==> src/logic/rrdac_cfg.svh <==
// Constants for the ratiometric reference converter control block.
// Assumes an 8-bit register port with byte offsets as printed.
`ifndef RRDAC_CFG_SVH
`define RRDAC_CFG_SVH
// Register offsets
`define RRDAC_ADDR_W 12
`define RRDAC_CTRL_ADDR 12'hEC6
`define RRDAC_CODE_ADDR 12'hEC7
// Control register field positions
`define RRDAC_EN_BIT 7
`define RRDAC_OE_BIT 5
`define RRDAC_PSS_HI 3
`define RRDAC_PSS_LO 2
`define RRDAC_NSS_BIT 0
// Writable bit masks, unimplemented bits read zero
`define RRDAC_CTRL_MASK 8'hAD
`define RRDAC_CODE_MASK 8'h1F
// Reset values
`define RRDAC_CTRL_RST 8'h00
`define RRDAC_CODE_RST 5'h00
// Ladder size
`define RRDAC_LEVELS 32
`define RRDAC_LADDER_W 32
`endif

==> src/logic/rrdac_pkg.sv <==
// Types shared by the converter control block.
// Assumes the constants header is included by the design files.
package rrdac_pkg;
   // Positive source choices
   typedef enum logic [1:0] {
      RRDAC_PSS_AVDD = 2'h0,
      RRDAC_PSS_VREFP = 2'h1,
      RRDAC_PSS_FIXED = 2'h2,
      RRDAC_PSS_RSVD = 2'h3
   } rrdac_pss_t;
   // Fixed reference buffer gain
   typedef enum logic [1:0] {
      RRDAC_GAIN_OFF = 2'h0,
      RRDAC_GAIN_1X = 2'h1,
      RRDAC_GAIN_2X = 2'h2,
      RRDAC_GAIN_4X = 2'h3
   } rrdac_gain_t;
   // Registered state of the top module, apart from the synchronisers
   typedef struct packed {
      logic [7:0] ctrl;
      logic [4:0] code;
      logic [7:0] rdata;
      logic [31:0] ladder;
      logic pos_fixed;
      logic pos_vrefp;
      logic pos_avdd;
      logic neg_vrefn;
      logic pin_analog;
      logic pin_din;
      logic cmp_ref_sel;
      logic adc_ref_sel;
      logic [1:0] gain;
      logic fixed_on;
   } rrdac_state_t;
endpackage : rrdac_pkg

==> src/logic/rrdac_ladder.sv <==
// One-hot ladder tap decoder for the 32-level resistor ladder.
// Assumes a registered code; output is combinational.
`timescale 1ns/1ps
`include "rrdac_cfg.svh"
module rrdac_ladder (
   input wire logic enable_in,
   input wire logic [4:0] code_in,
   output logic [`RRDAC_LADDER_W-1:0] tap_out
);
   // Tap k gives Vneg + (Vpos-Vneg)*k/32; all off while disabled
   always_comb begin
      tap_out = '0;
      if (enable_in) begin
         tap_out[code_in] = 1'b1;
      end
   end
endmodule : rrdac_ladder

==> src/logic/rrdac_top.sv <==
// Control logic of the 5-bit ratiometric reference converter.
// Assumes a single 50 MHz clock, registers on a plain strobe port,
// and an analog ladder plus pad cell driven by the select outputs.
`timescale 1ns/1ps
`include "rrdac_cfg.svh"
module rrdac_top (
   input wire logic sys_clk_in,
   input wire logic reset_in,
   input wire logic [`RRDAC_ADDR_W-1:0] addr_in,
   input wire logic [7:0] wdata_in,
   input wire logic write_in,
   input wire logic read_in,
   input wire logic [1:0] comparator_ref_gain_in,
   input wire logic pad_din_in,
   input wire logic sleep_in,
   input wire logic cmp_use_ref_in,
   input wire logic adc_use_ref_in,
   output logic [7:0] rdata_out,
   output logic converter_on_out,
   output logic [`RRDAC_LADDER_W-1:0] ladder_sel_out,
   output logic pos_fixed_out,
   output logic pos_vrefp_out,
   output logic pos_avdd_out,
   output logic neg_vrefn_out,
   output logic first_ref_output_pin_out,
   output logic pad_driver_off_out,
   output logic pad_pullup_off_out,
   output logic pad_input_off_out,
   output logic pad_din_out,
   output logic cmp_ref_sel_out,
   output logic adc_ref_sel_out,
   output logic [1:0] fixed_gain_out,
   output logic fixed_on_out
);
   // ****************************************************************
   // State and helpers
   // ****************************************************************
   rrdac_pkg::rrdac_state_t state; // Registered state
   rrdac_pkg::rrdac_state_t next_state; // Next state copy
   logic [`RRDAC_LADDER_W-1:0] tap; // Decoded ladder tap
   logic din_meta; // Pad input, first stage only
   logic din_sync; // Pad input, second stage
   logic [1:0] gain_meta; // Gain field, first stage only
   logic [1:0] gain_sync; // Gain field, second stage

   // Masked register read so reserved bits always read as zero
   function automatic logic [7:0] rrdac_read(
      input logic [`RRDAC_ADDR_W-1:0] a,
      input logic [7:0] ctrl,
      input logic [4:0] code);
      logic [7:0] r;
      r = 8'h00;
      if (a == `RRDAC_CTRL_ADDR) begin
         r = ctrl & `RRDAC_CTRL_MASK;
      end else if (a == `RRDAC_CODE_ADDR) begin
         r = {3'h0, code};
      end
      return r;
   endfunction : rrdac_read

   // ****************************************************************
   // Tap decoder
   // ****************************************************************
   rrdac_ladder u_ladder (
      .enable_in(state.ctrl[`RRDAC_EN_BIT]),
      .code_in(state.code),
      .tap_out(tap)
   );

   // ****************************************************************
   // Synchronisers for inputs from outside the clock domain
   // ****************************************************************
   // Pad level and fixed-reference gain arrive from other logic
   always_ff @(posedge sys_clk_in or posedge reset_in) begin
      if (reset_in) begin
         din_meta <= 1'b0;
         din_sync <= 1'b0;
         gain_meta <= 2'h0;
         gain_sync <= 2'h0;
      end else begin
         din_meta <= pad_din_in;
         din_sync <= din_meta;
         gain_meta <= comparator_ref_gain_in;
         gain_sync <= gain_meta;
      end
   end

   // ****************************************************************
   // Next state
   // ****************************************************************
   // Sleep is deliberately unused: the converter keeps running and
   // nothing here is cleared on wake-up
   always_comb begin
      next_state = state;
      // Register writes; masked so unimplemented bits stay zero
      if (write_in) begin
         if (addr_in == `RRDAC_CTRL_ADDR) begin
            next_state.ctrl = wdata_in & `RRDAC_CTRL_MASK;
         end else if (addr_in == `RRDAC_CODE_ADDR) begin
            next_state.code = wdata_in[4:0];
         end
      end
      // Read data valid only the cycle after the strobe
      if (read_in) begin
         next_state.rdata = rrdac_read(addr_in, state.ctrl, state.code);
      end else begin
         next_state.rdata = 8'h00;
      end
      // Ladder tap from the current code, off while disabled
      next_state.ladder = tap;
      // Positive source; reserved code selects nothing
      next_state.pos_fixed = state.ctrl[`RRDAC_EN_BIT] &&
         (state.ctrl[`RRDAC_PSS_HI:`RRDAC_PSS_LO] ==
          rrdac_pkg::RRDAC_PSS_FIXED);
      next_state.pos_vrefp = state.ctrl[`RRDAC_EN_BIT] &&
         (state.ctrl[`RRDAC_PSS_HI:`RRDAC_PSS_LO] ==
          rrdac_pkg::RRDAC_PSS_VREFP);
      next_state.pos_avdd = state.ctrl[`RRDAC_EN_BIT] &&
         (state.ctrl[`RRDAC_PSS_HI:`RRDAC_PSS_LO] ==
          rrdac_pkg::RRDAC_PSS_AVDD);
      // Negative source: pin when set, analog ground when clear
      next_state.neg_vrefn = state.ctrl[`RRDAC_EN_BIT] &&
         state.ctrl[`RRDAC_NSS_BIT];
      // Pin override follows the output-enable bit; the pin is given over to
      // the analog level whether or not the ladder is powered
      next_state.pin_analog = state.ctrl[`RRDAC_OE_BIT];
      // Port read of an analog pin is forced low
      next_state.pin_din = state.ctrl[`RRDAC_OE_BIT] ? 1'b0 :
         din_sync;
      // Reference offered to comparator and converter channel
      next_state.cmp_ref_sel = state.ctrl[`RRDAC_EN_BIT] &&
         cmp_use_ref_in;
      next_state.adc_ref_sel = state.ctrl[`RRDAC_EN_BIT] &&
         adc_use_ref_in;
      // Fixed buffer gain; off only when the field is zero
      next_state.gain = gain_sync;
      next_state.fixed_on = (gain_sync !=
         rrdac_pkg::RRDAC_GAIN_OFF);
   end

   // ****************************************************************
   // State register
   // ****************************************************************
   // Reset clears code, disables the converter and frees the pin
   always_ff @(posedge sys_clk_in or posedge reset_in) begin
      if (reset_in) begin
         state <= '0;
         state.ctrl <= `RRDAC_CTRL_RST;
         state.code <= `RRDAC_CODE_RST;
      end else begin
         state <= next_state;
      end
   end

   // ****************************************************************
   // Outputs, each straight from a flip-flop
   // ****************************************************************
   assign rdata_out = state.rdata;
   assign ladder_sel_out = state.ladder;
   assign pos_fixed_out = state.pos_fixed;
   assign pos_vrefp_out = state.pos_vrefp;
   assign pos_avdd_out = state.pos_avdd;
   assign neg_vrefn_out = state.neg_vrefn;
   assign first_ref_output_pin_out = state.pin_analog;
   assign pad_driver_off_out = state.pin_analog;
   assign pad_pullup_off_out = state.pin_analog;
   assign pad_input_off_out = state.pin_analog;
   assign pad_din_out = state.pin_din;
   assign cmp_ref_sel_out = state.cmp_ref_sel;
   assign adc_ref_sel_out = state.adc_ref_sel;
   assign fixed_gain_out = state.gain;
   assign fixed_on_out = state.fixed_on;
   assign converter_on_out = state.ctrl[`RRDAC_EN_BIT];
   // sleep_in is accepted only so the system can wire it; no effect
   logic unused_sleep;
   assign unused_sleep = sleep_in;
endmodule : rrdac_top

==> config.mk <==
export PLATFORM = sky130hd
export DESIGN_NAME = rrdac_top
export DESIGN_NICKNAME = d
export VERILOG_FILES = /design/src/logic/rrdac_pkg.sv /design/src/logic/rrdac_ladder.sv /design/src/logic/rrdac_top.sv
export VERILOG_INCLUDE_DIRS = /design/src /design/src/logic
export SDC_FILE = /design/constraint.sdc
export NUM_CORES = 1
export LEC_CHECK = 0
export BUFFER_PORTS_ARGS = -buffer_cell sky130_fd_sc_hd__buf_4
export CAP_MARGIN = 0
export CORE_UTILIZATION = 52
export CTS_BUF_LIST = sky130_fd_sc_hd__clkbuf_4
export DETAILED_ROUTE_END_ITERATION = 10
export PLACE_DENSITY = 0.83
export SYNTH_ARGS = -nofsm -noshare
export SYNTH_HDL_FRONTEND = slang
export SYNTH_SLANG_ARGS = --single-unit
==> constraint.sdc <==
create_clock -name sys_clk_in -period 3.1 [get_ports sys_clk_in]
set_clock_uncertainty 0.1 [all_clocks]
set_input_delay 0.93 -clock sys_clk_in [delete_from_list [all_inputs] [get_ports sys_clk_in]]
set_output_delay 0.93 -clock sys_clk_in [all_outputs]
set_load 0.02 [all_outputs]
# Yosys cells after proc, flatten, opt, wreduce, memory -nomap -nowiden

Index checks and enable logic that the tools add are counted.

Register bits after elaboration: 67
Bits in latches: 0
Memory bits (writable): 0
Memory bits (read-only): 0
Input port bits: 30
Logic and storage cells: 43
Memories kept: 0

Add/sub/neg operators: 0
Multipliers: 0
Divide/modulo/power cells: 0
Magnitude comparators: 2
Equality and inequality tests: 4
Shift-type cells: 0
Muxes and demuxes: 7
Bitwise gates (word level): 1
Reduce and logical (&&, ||, !) cells: 11

Operators with widths:

| kind                                                | number |
|---|---|
| 2-to-1 mux 32 bit                                   | 1 |
| equality test 12 bit, second input constant         | 2 |
| 2-to-1 mux 8 bit                                    | 2 |
| logical AND 1 bit                                   | 7 |
| < comparator 5 x 6 -> 1 bit, second input constant  | 1 |
| demux 1 bit (select 5 bit)                          | 1 |
| >= comparator 5 x 1 -> 1 bit, second input constant | 1 |
| 2-to-1 mux 5 bit                                    | 1 |
| AND reduction 3 bit                                 | 1 |
| equality test 2 x 1 -> 1 bit, second input constant | 1 |
| equality test 2 bit, second input constant          | 1 |
| logical NOT 2 bit                                   | 1 |
| 2-to-1 mux 1 bit                                    | 2 |
| AND reduction 2 bit                                 | 1 |
| nonzero test 2 bit                                  | 1 |
| inverter 1 bit                                      | 1 |

# Longest topological paths before layout

Word-level depth: 5
Mapped depth: 4

# Cells and area by module

A second synthesis with hierarchy kept.

Cell total of the unflattened synthesis: 203
Area, all modules: 2637.5 um^2

By module, submodules not included:

| module       | times used | cells each | area an instance (um^2) | seq. area each (um^2) |
|---|---|---|---|---|
| rrdac_top    | 1          | 156        | 2407.3                  | 1651.6 |
| rrdac_ladder | 1          | 47         | 230.2                   | 0.0 |

# Worst setup path after synthesis

Ideal clock, no wire load.

Path kind: input-to-reg
Start point: in addr_in[4]
End point: reg state, in the netlist converter_on_out
Arrival time: 1.990 ns
Slack: 0.886 ns
Stages: 3
Cells stage by stage: nand4bb_2 nor4_4 mux2_2

Longest elaborated chain between the ends: 2

Ends and longest elaborated chain:

| item                                  | line             | source |
|---|---|---|
| start, declared                       | rrdac_top.sv:9   | `` input wire logic [`RRDAC_ADDR_W-1:0] addr_in, `` |
| equality test 12 bit (no source line) | -                |  |
| AND reduction 2 bit (no source line)  | -                |  |
| end signal, assigned                  | rrdac_top.sv:151 | `state <= next_state;` |
| end, declared                         | rrdac_top.sv:38  | `rrdac_pkg::rrdac_state_t state;` |

Every way passes these cells.
A chain may end at the register's enable or synchronous reset.

# Worst setup path in the final report

Start point: reg state, in the netlist converter_on_out
End point: out converter_on_out

RTL lines:

| item          | line            | source |
|---|---|---|
| end, declared | rrdac_top.sv:19 | `output logic converter_on_out,` |

No word-level cell between the ends.

==> impl_summary.txt <==
----------------------------------------------------
[Timing]
  Final setup violating endpoints ... 0
  Slew Viols, Final ... 0
  Time the worst path needs with I/O delays and setup ... 2220 ps
  Sum of negative setup slack ... 0 ps
  RSZ-0062 raised after global routing ... no
  Achievable frequency ... 450 MHz
  Post-layout worst setup margin ... 876 ps
  Fraction of the cycle the final worst path needs ... 0.717
  Count of endpoints failing hold in the final timing report ... 0

[Power]
  Worst vdd rail ir drop ... 216 uV
  Power density cells ... 453 mW/mm^2
  P_leak ... 1.58 nW

[Clock network]
  Total of cells resized after clock tree synthesis ... 0
  Clock sink total ... 66
  Worst-path clk slew ... 100 ps
  CTS buffer count ... 9
  Root cell of the clock tree ... sky130_fd_sc_hd__clkbuf_4
  Number of H-tree levels ... 3
  Clock Latency Late Sink ... 390 ps
  Setup Fix Bufs, Post-CTS ... 0
  Hold bufs inserted after CTS ... 0
  CTS tree ... done
  Maximum buffer depth of the clock tree ... 2

[Yosys]
  Largest family of logic cells by synthesized area ... simple AND/OR/NAND/NOR gates
  Count of unique library cells instantiated by Yosys ... 29
  Cell area after synthesis ... 0.00261 sq mm
  Post-synthesis xor/xnor area fraction ... 0
  Number of flip-flops and latches in the synthesized netlist ... 66
  Seq/Total Area, Yosys ... 0.633
  Adder and majority cell fraction of the synthesized area ... 0
  Net Count, Synth ... 235
  Synthesis Warnings ... 0
  Multiplexer share of the synthesized area ... 0.0547
  Number of instances in the synthesized netlist ... 205
  Mean instance size in the synthesized netlist ... 12.7 sq um
  Compound-gate portion of the synthesized area ... 0
  Area share of and/or/nand/nor cells after synthesis ... 0.166

[Hold path]
  Worst min-delay path startpoint ... gain_meta[0]
  Worst min-delay path category ... flop to flop
  Hold Path Depth ... 0
  WHS Endpoint ... gain_sync[0]

[Setup path]
  Crit path DAT ... 1190 ps
  Number of buffer and inverter stages on the critical path ... 1
  Cell-by-cell listing of the critical path ... buf_4
  Maximum fanout encountered on the critical timing path ... 13
  Slack of the worst reg-to-reg path ... 1570 ps
  Kind of end point of the critical path ... primary output
  Required time worst endpoint ... 2070 ps
  Worst Reg2Reg Path Length in Cells ... 2
  Nature of the critical path startpoint ... flop
  Slowest cell on the critical path ... sky130_fd_sc_hd__dfrtp_1
  Setup Crit Path Kind ... flop to primary output
  Beginning of the worst register-to-register path ... converter_on_out
  Critical R2R Capture ... ladder_sel_out[28]
  Family with the most delay on the worst path ... flip-flops
  Delay of the slowest cell on the worst path ... 590 ps

[Global routing]
  Total congestion overflow after global routing ... 0
  Pin count of the biggest net entering global routing ... 29
  Vias in the first global route ... 1,494
  Antenna violations before repair ... 0
  First-pass GRT wire length ... 7.09 mm
  GRT Util Overall ... 0.188

[Drt]
  Number of violations reported at the end of detailed-routing iteration 0 ... 99
  Antenna Violating Nets Remaining ... 0
  Final routed wirelength across all metal layers ... 4.36 mm
  DRC errors left ... 0
  1st-pass router iterations ... 4
  Routed length per placed instance ... 13.7 um
  Vias after detailed routing ... 1,519
  Vias per Instance ... 4.76

[Status]
  Outcome ... finished, final reports clean

[Placement]
  Quantity of I/O buffers inserted on ports ... 81
  Post-Place Setup Slack ... 622 ps
  Placed wire-length estimate after detailed placement ... 3.08 mm
  Final weighted congestion in routability-driven placement ... 0.709
  Number of placed instances with taps included ... 303

[Die]
  Floorplan die area ... 0.00530 sq mm
  Horizontal die dimension ... 72.8 um
  Boundary Pins ... 85
  Floorplan die height ... 72.8 um
  Core footprint ... 0.00479 sq mm
  Effective utilization at floorplan ... 0.545
  Row count ... 25

[Cells and area]
  Antenna diode instance count ... 0
  Fraction of layout instances using a drive strength above 1 ... 0.460
  Final Util ... 0.637
  Most frequent cells in the layout ... sky130_fd_sc_hd__buf_4, sky130_fd_sc_hd__dfrtp_1, sky130_fd_sc_hd__nor2_1, sky130_fd_sc_hd__clkbuf_4, sky130_fd_sc_hd__mux2_2
  Number of filler cells placed in the layout ... 375
  Syn-to-layout area delta ... 16.8%
  Number of nets in the layout ... 277
  Commonest non-fill, non-tap cell in the layout ... sky130_fd_sc_hd__buf_4
  Post-route non-filler standard cell count ... 319

[Job]
  Number of violations of the max-capacitance limit ... 0

----------------------------------------------------
==> cell families (layout without fill, tap and decap cells) <==
group / count (synthesis) / count (layout)
buf+inv: 53 / 100
mux: 13 / 13
simple gates: 72 / 72
other cells: 1 / 1
flops: 66 / 66
==> through the flow <==
step                hold WS (ps)  total power, W  area [sq um]
floorplan                    231        0.000920          2610
CTS                          257         0.00139          3050
finish                       256         0.00138          3050
global placement             233        0.000956          2940
global route                 261         0.00144          3050
detailed placement           236        0.000957          2940
==> cell usage after synthesis <==
| library cell | instances | share of area |
|---|---|---|
| sky130_fd_sc_hd__nor4_4 | 2 | 0.016 |
| sky130_fd_sc_hd__or2_2 | 1 | 0.0024 |
| sky130_fd_sc_hd__mux2_2 | 10 | 0.043 |
| sky130_fd_sc_hd__and3b_1 | 2 | 0.0067 |
| sky130_fd_sc_hd__nor4_1 | 1 | 0.0024 |
| sky130_fd_sc_hd__nand2_1 | 3 | 0.0043 |
| sky130_fd_sc_hd__or3_1 | 1 | 0.0024 |
| sky130_fd_sc_hd__nor3b_1 | 1 | 0.0029 |
| sky130_fd_sc_hd__or2_1 | 1 | 0.0024 |
| sky130_fd_sc_hd__inv_1 | 1 | 0.0014 |
| sky130_fd_sc_hd__nor2_1 | 33 | 0.047 |
| sky130_fd_sc_hd__nand3_1 | 4 | 0.0077 |
| sky130_fd_sc_hd__nand4bb_2 | 1 | 0.0062 |
| sky130_fd_sc_hd__or3b_2 | 3 | 0.010 |
| sky130_fd_sc_hd__nand4b_2 | 1 | 0.0058 |
| sky130_fd_sc_hd__conb_1 | 1 | 0.0014 |
| sky130_fd_sc_hd__buf_4 | 45 | 0.13 |
| sky130_fd_sc_hd__buf_2 | 1 | 0.0019 |
| sky130_fd_sc_hd__nand3b_2 | 1 | 0.0043 |
| sky130_fd_sc_hd__buf_6 | 1 | 0.0043 |
| sky130_fd_sc_hd__nor3_1 | 3 | 0.0058 |
| sky130_fd_sc_hd__mux2i_1 | 3 | 0.012 |
| sky130_fd_sc_hd__clkbuf_1 | 5 | 0.0072 |
| sky130_fd_sc_hd__nand2b_1 | 1 | 0.0024 |
| sky130_fd_sc_hd__nand3b_1 | 6 | 0.017 |
| sky130_fd_sc_hd__and2_1 | 3 | 0.0072 |
| sky130_fd_sc_hd__nor2b_1 | 1 | 0.0024 |
| sky130_fd_sc_hd__nor4b_1 | 3 | 0.010 |
| sky130_fd_sc_hd__dfrtp_1 | 66 | 0.63 |
==> area by class of cell <==
class / count / area [sq um] / area share
Clock buffer: 11 / 82.6 / 0.0271
Timing Repair Buffer: 83 / 623 / 0.205
Sequential cell: 66 / 1650 / 0.542
Inverter: 1 / 3.75 / 0.00123
Multi-Input combinational cell: 86 / 581 / 0.191
Tap cell: 67 / 83.8 / 0.0275
Clock inverter: 5 / 21.3 / 0.00698
==> registers in the layout, summed over array words and instances, names as in the netlist <==
signal,count
converter_on_out,1
gain_sync,2
fixed_gain_out,2
pos_avdd_out,1
adc_ref_sel_out,1
cmp_ref_sel_out,1
din_sync,1
din_meta,1
pad_din_out,1
rdata_out,7
pos_fixed_out,1
ladder_sel_out,32
state,8
fixed_on_out,1
neg_vrefn_out,1
next_state,1
gain_meta,2
first_ref_output_pin_out,1
pos_vrefp_out,1
==> layer usage <==
metal | GRT usage | vias to the layer above | share of wire
li1 | - | 707 | -
met1 | 0.221 | 742 | 0.40
met2 | 0.304 | 62 | 0.52
met3 | 0.0677 | 8 | 0.070
met4 | 0.100 | 0 | 0.018
met5 | 0 | - | 0
==> power breakdown <==
group / switching [W] / internal (W)
clock network: 0.000267 / 0.000173
logic: 0.0000355 / 0.0000328
registers: 0.00000282 / 0.000867
==> worst max-delay path by stage <==
stage | start | endpoint | cells after the start
after floorplan | reset_in | adc_ref_sel_out | 1
after global placement | addr_in[3] | state[58] | 4
after detailed placement | addr_in[3] | next_state[6] | 4
after CTS | converter_on_out | converter_on_out | 1
after global routing | converter_on_out | converter_on_out | 1
final | converter_on_out | converter_on_out | 1
Power figures use the tool's default switching activity.
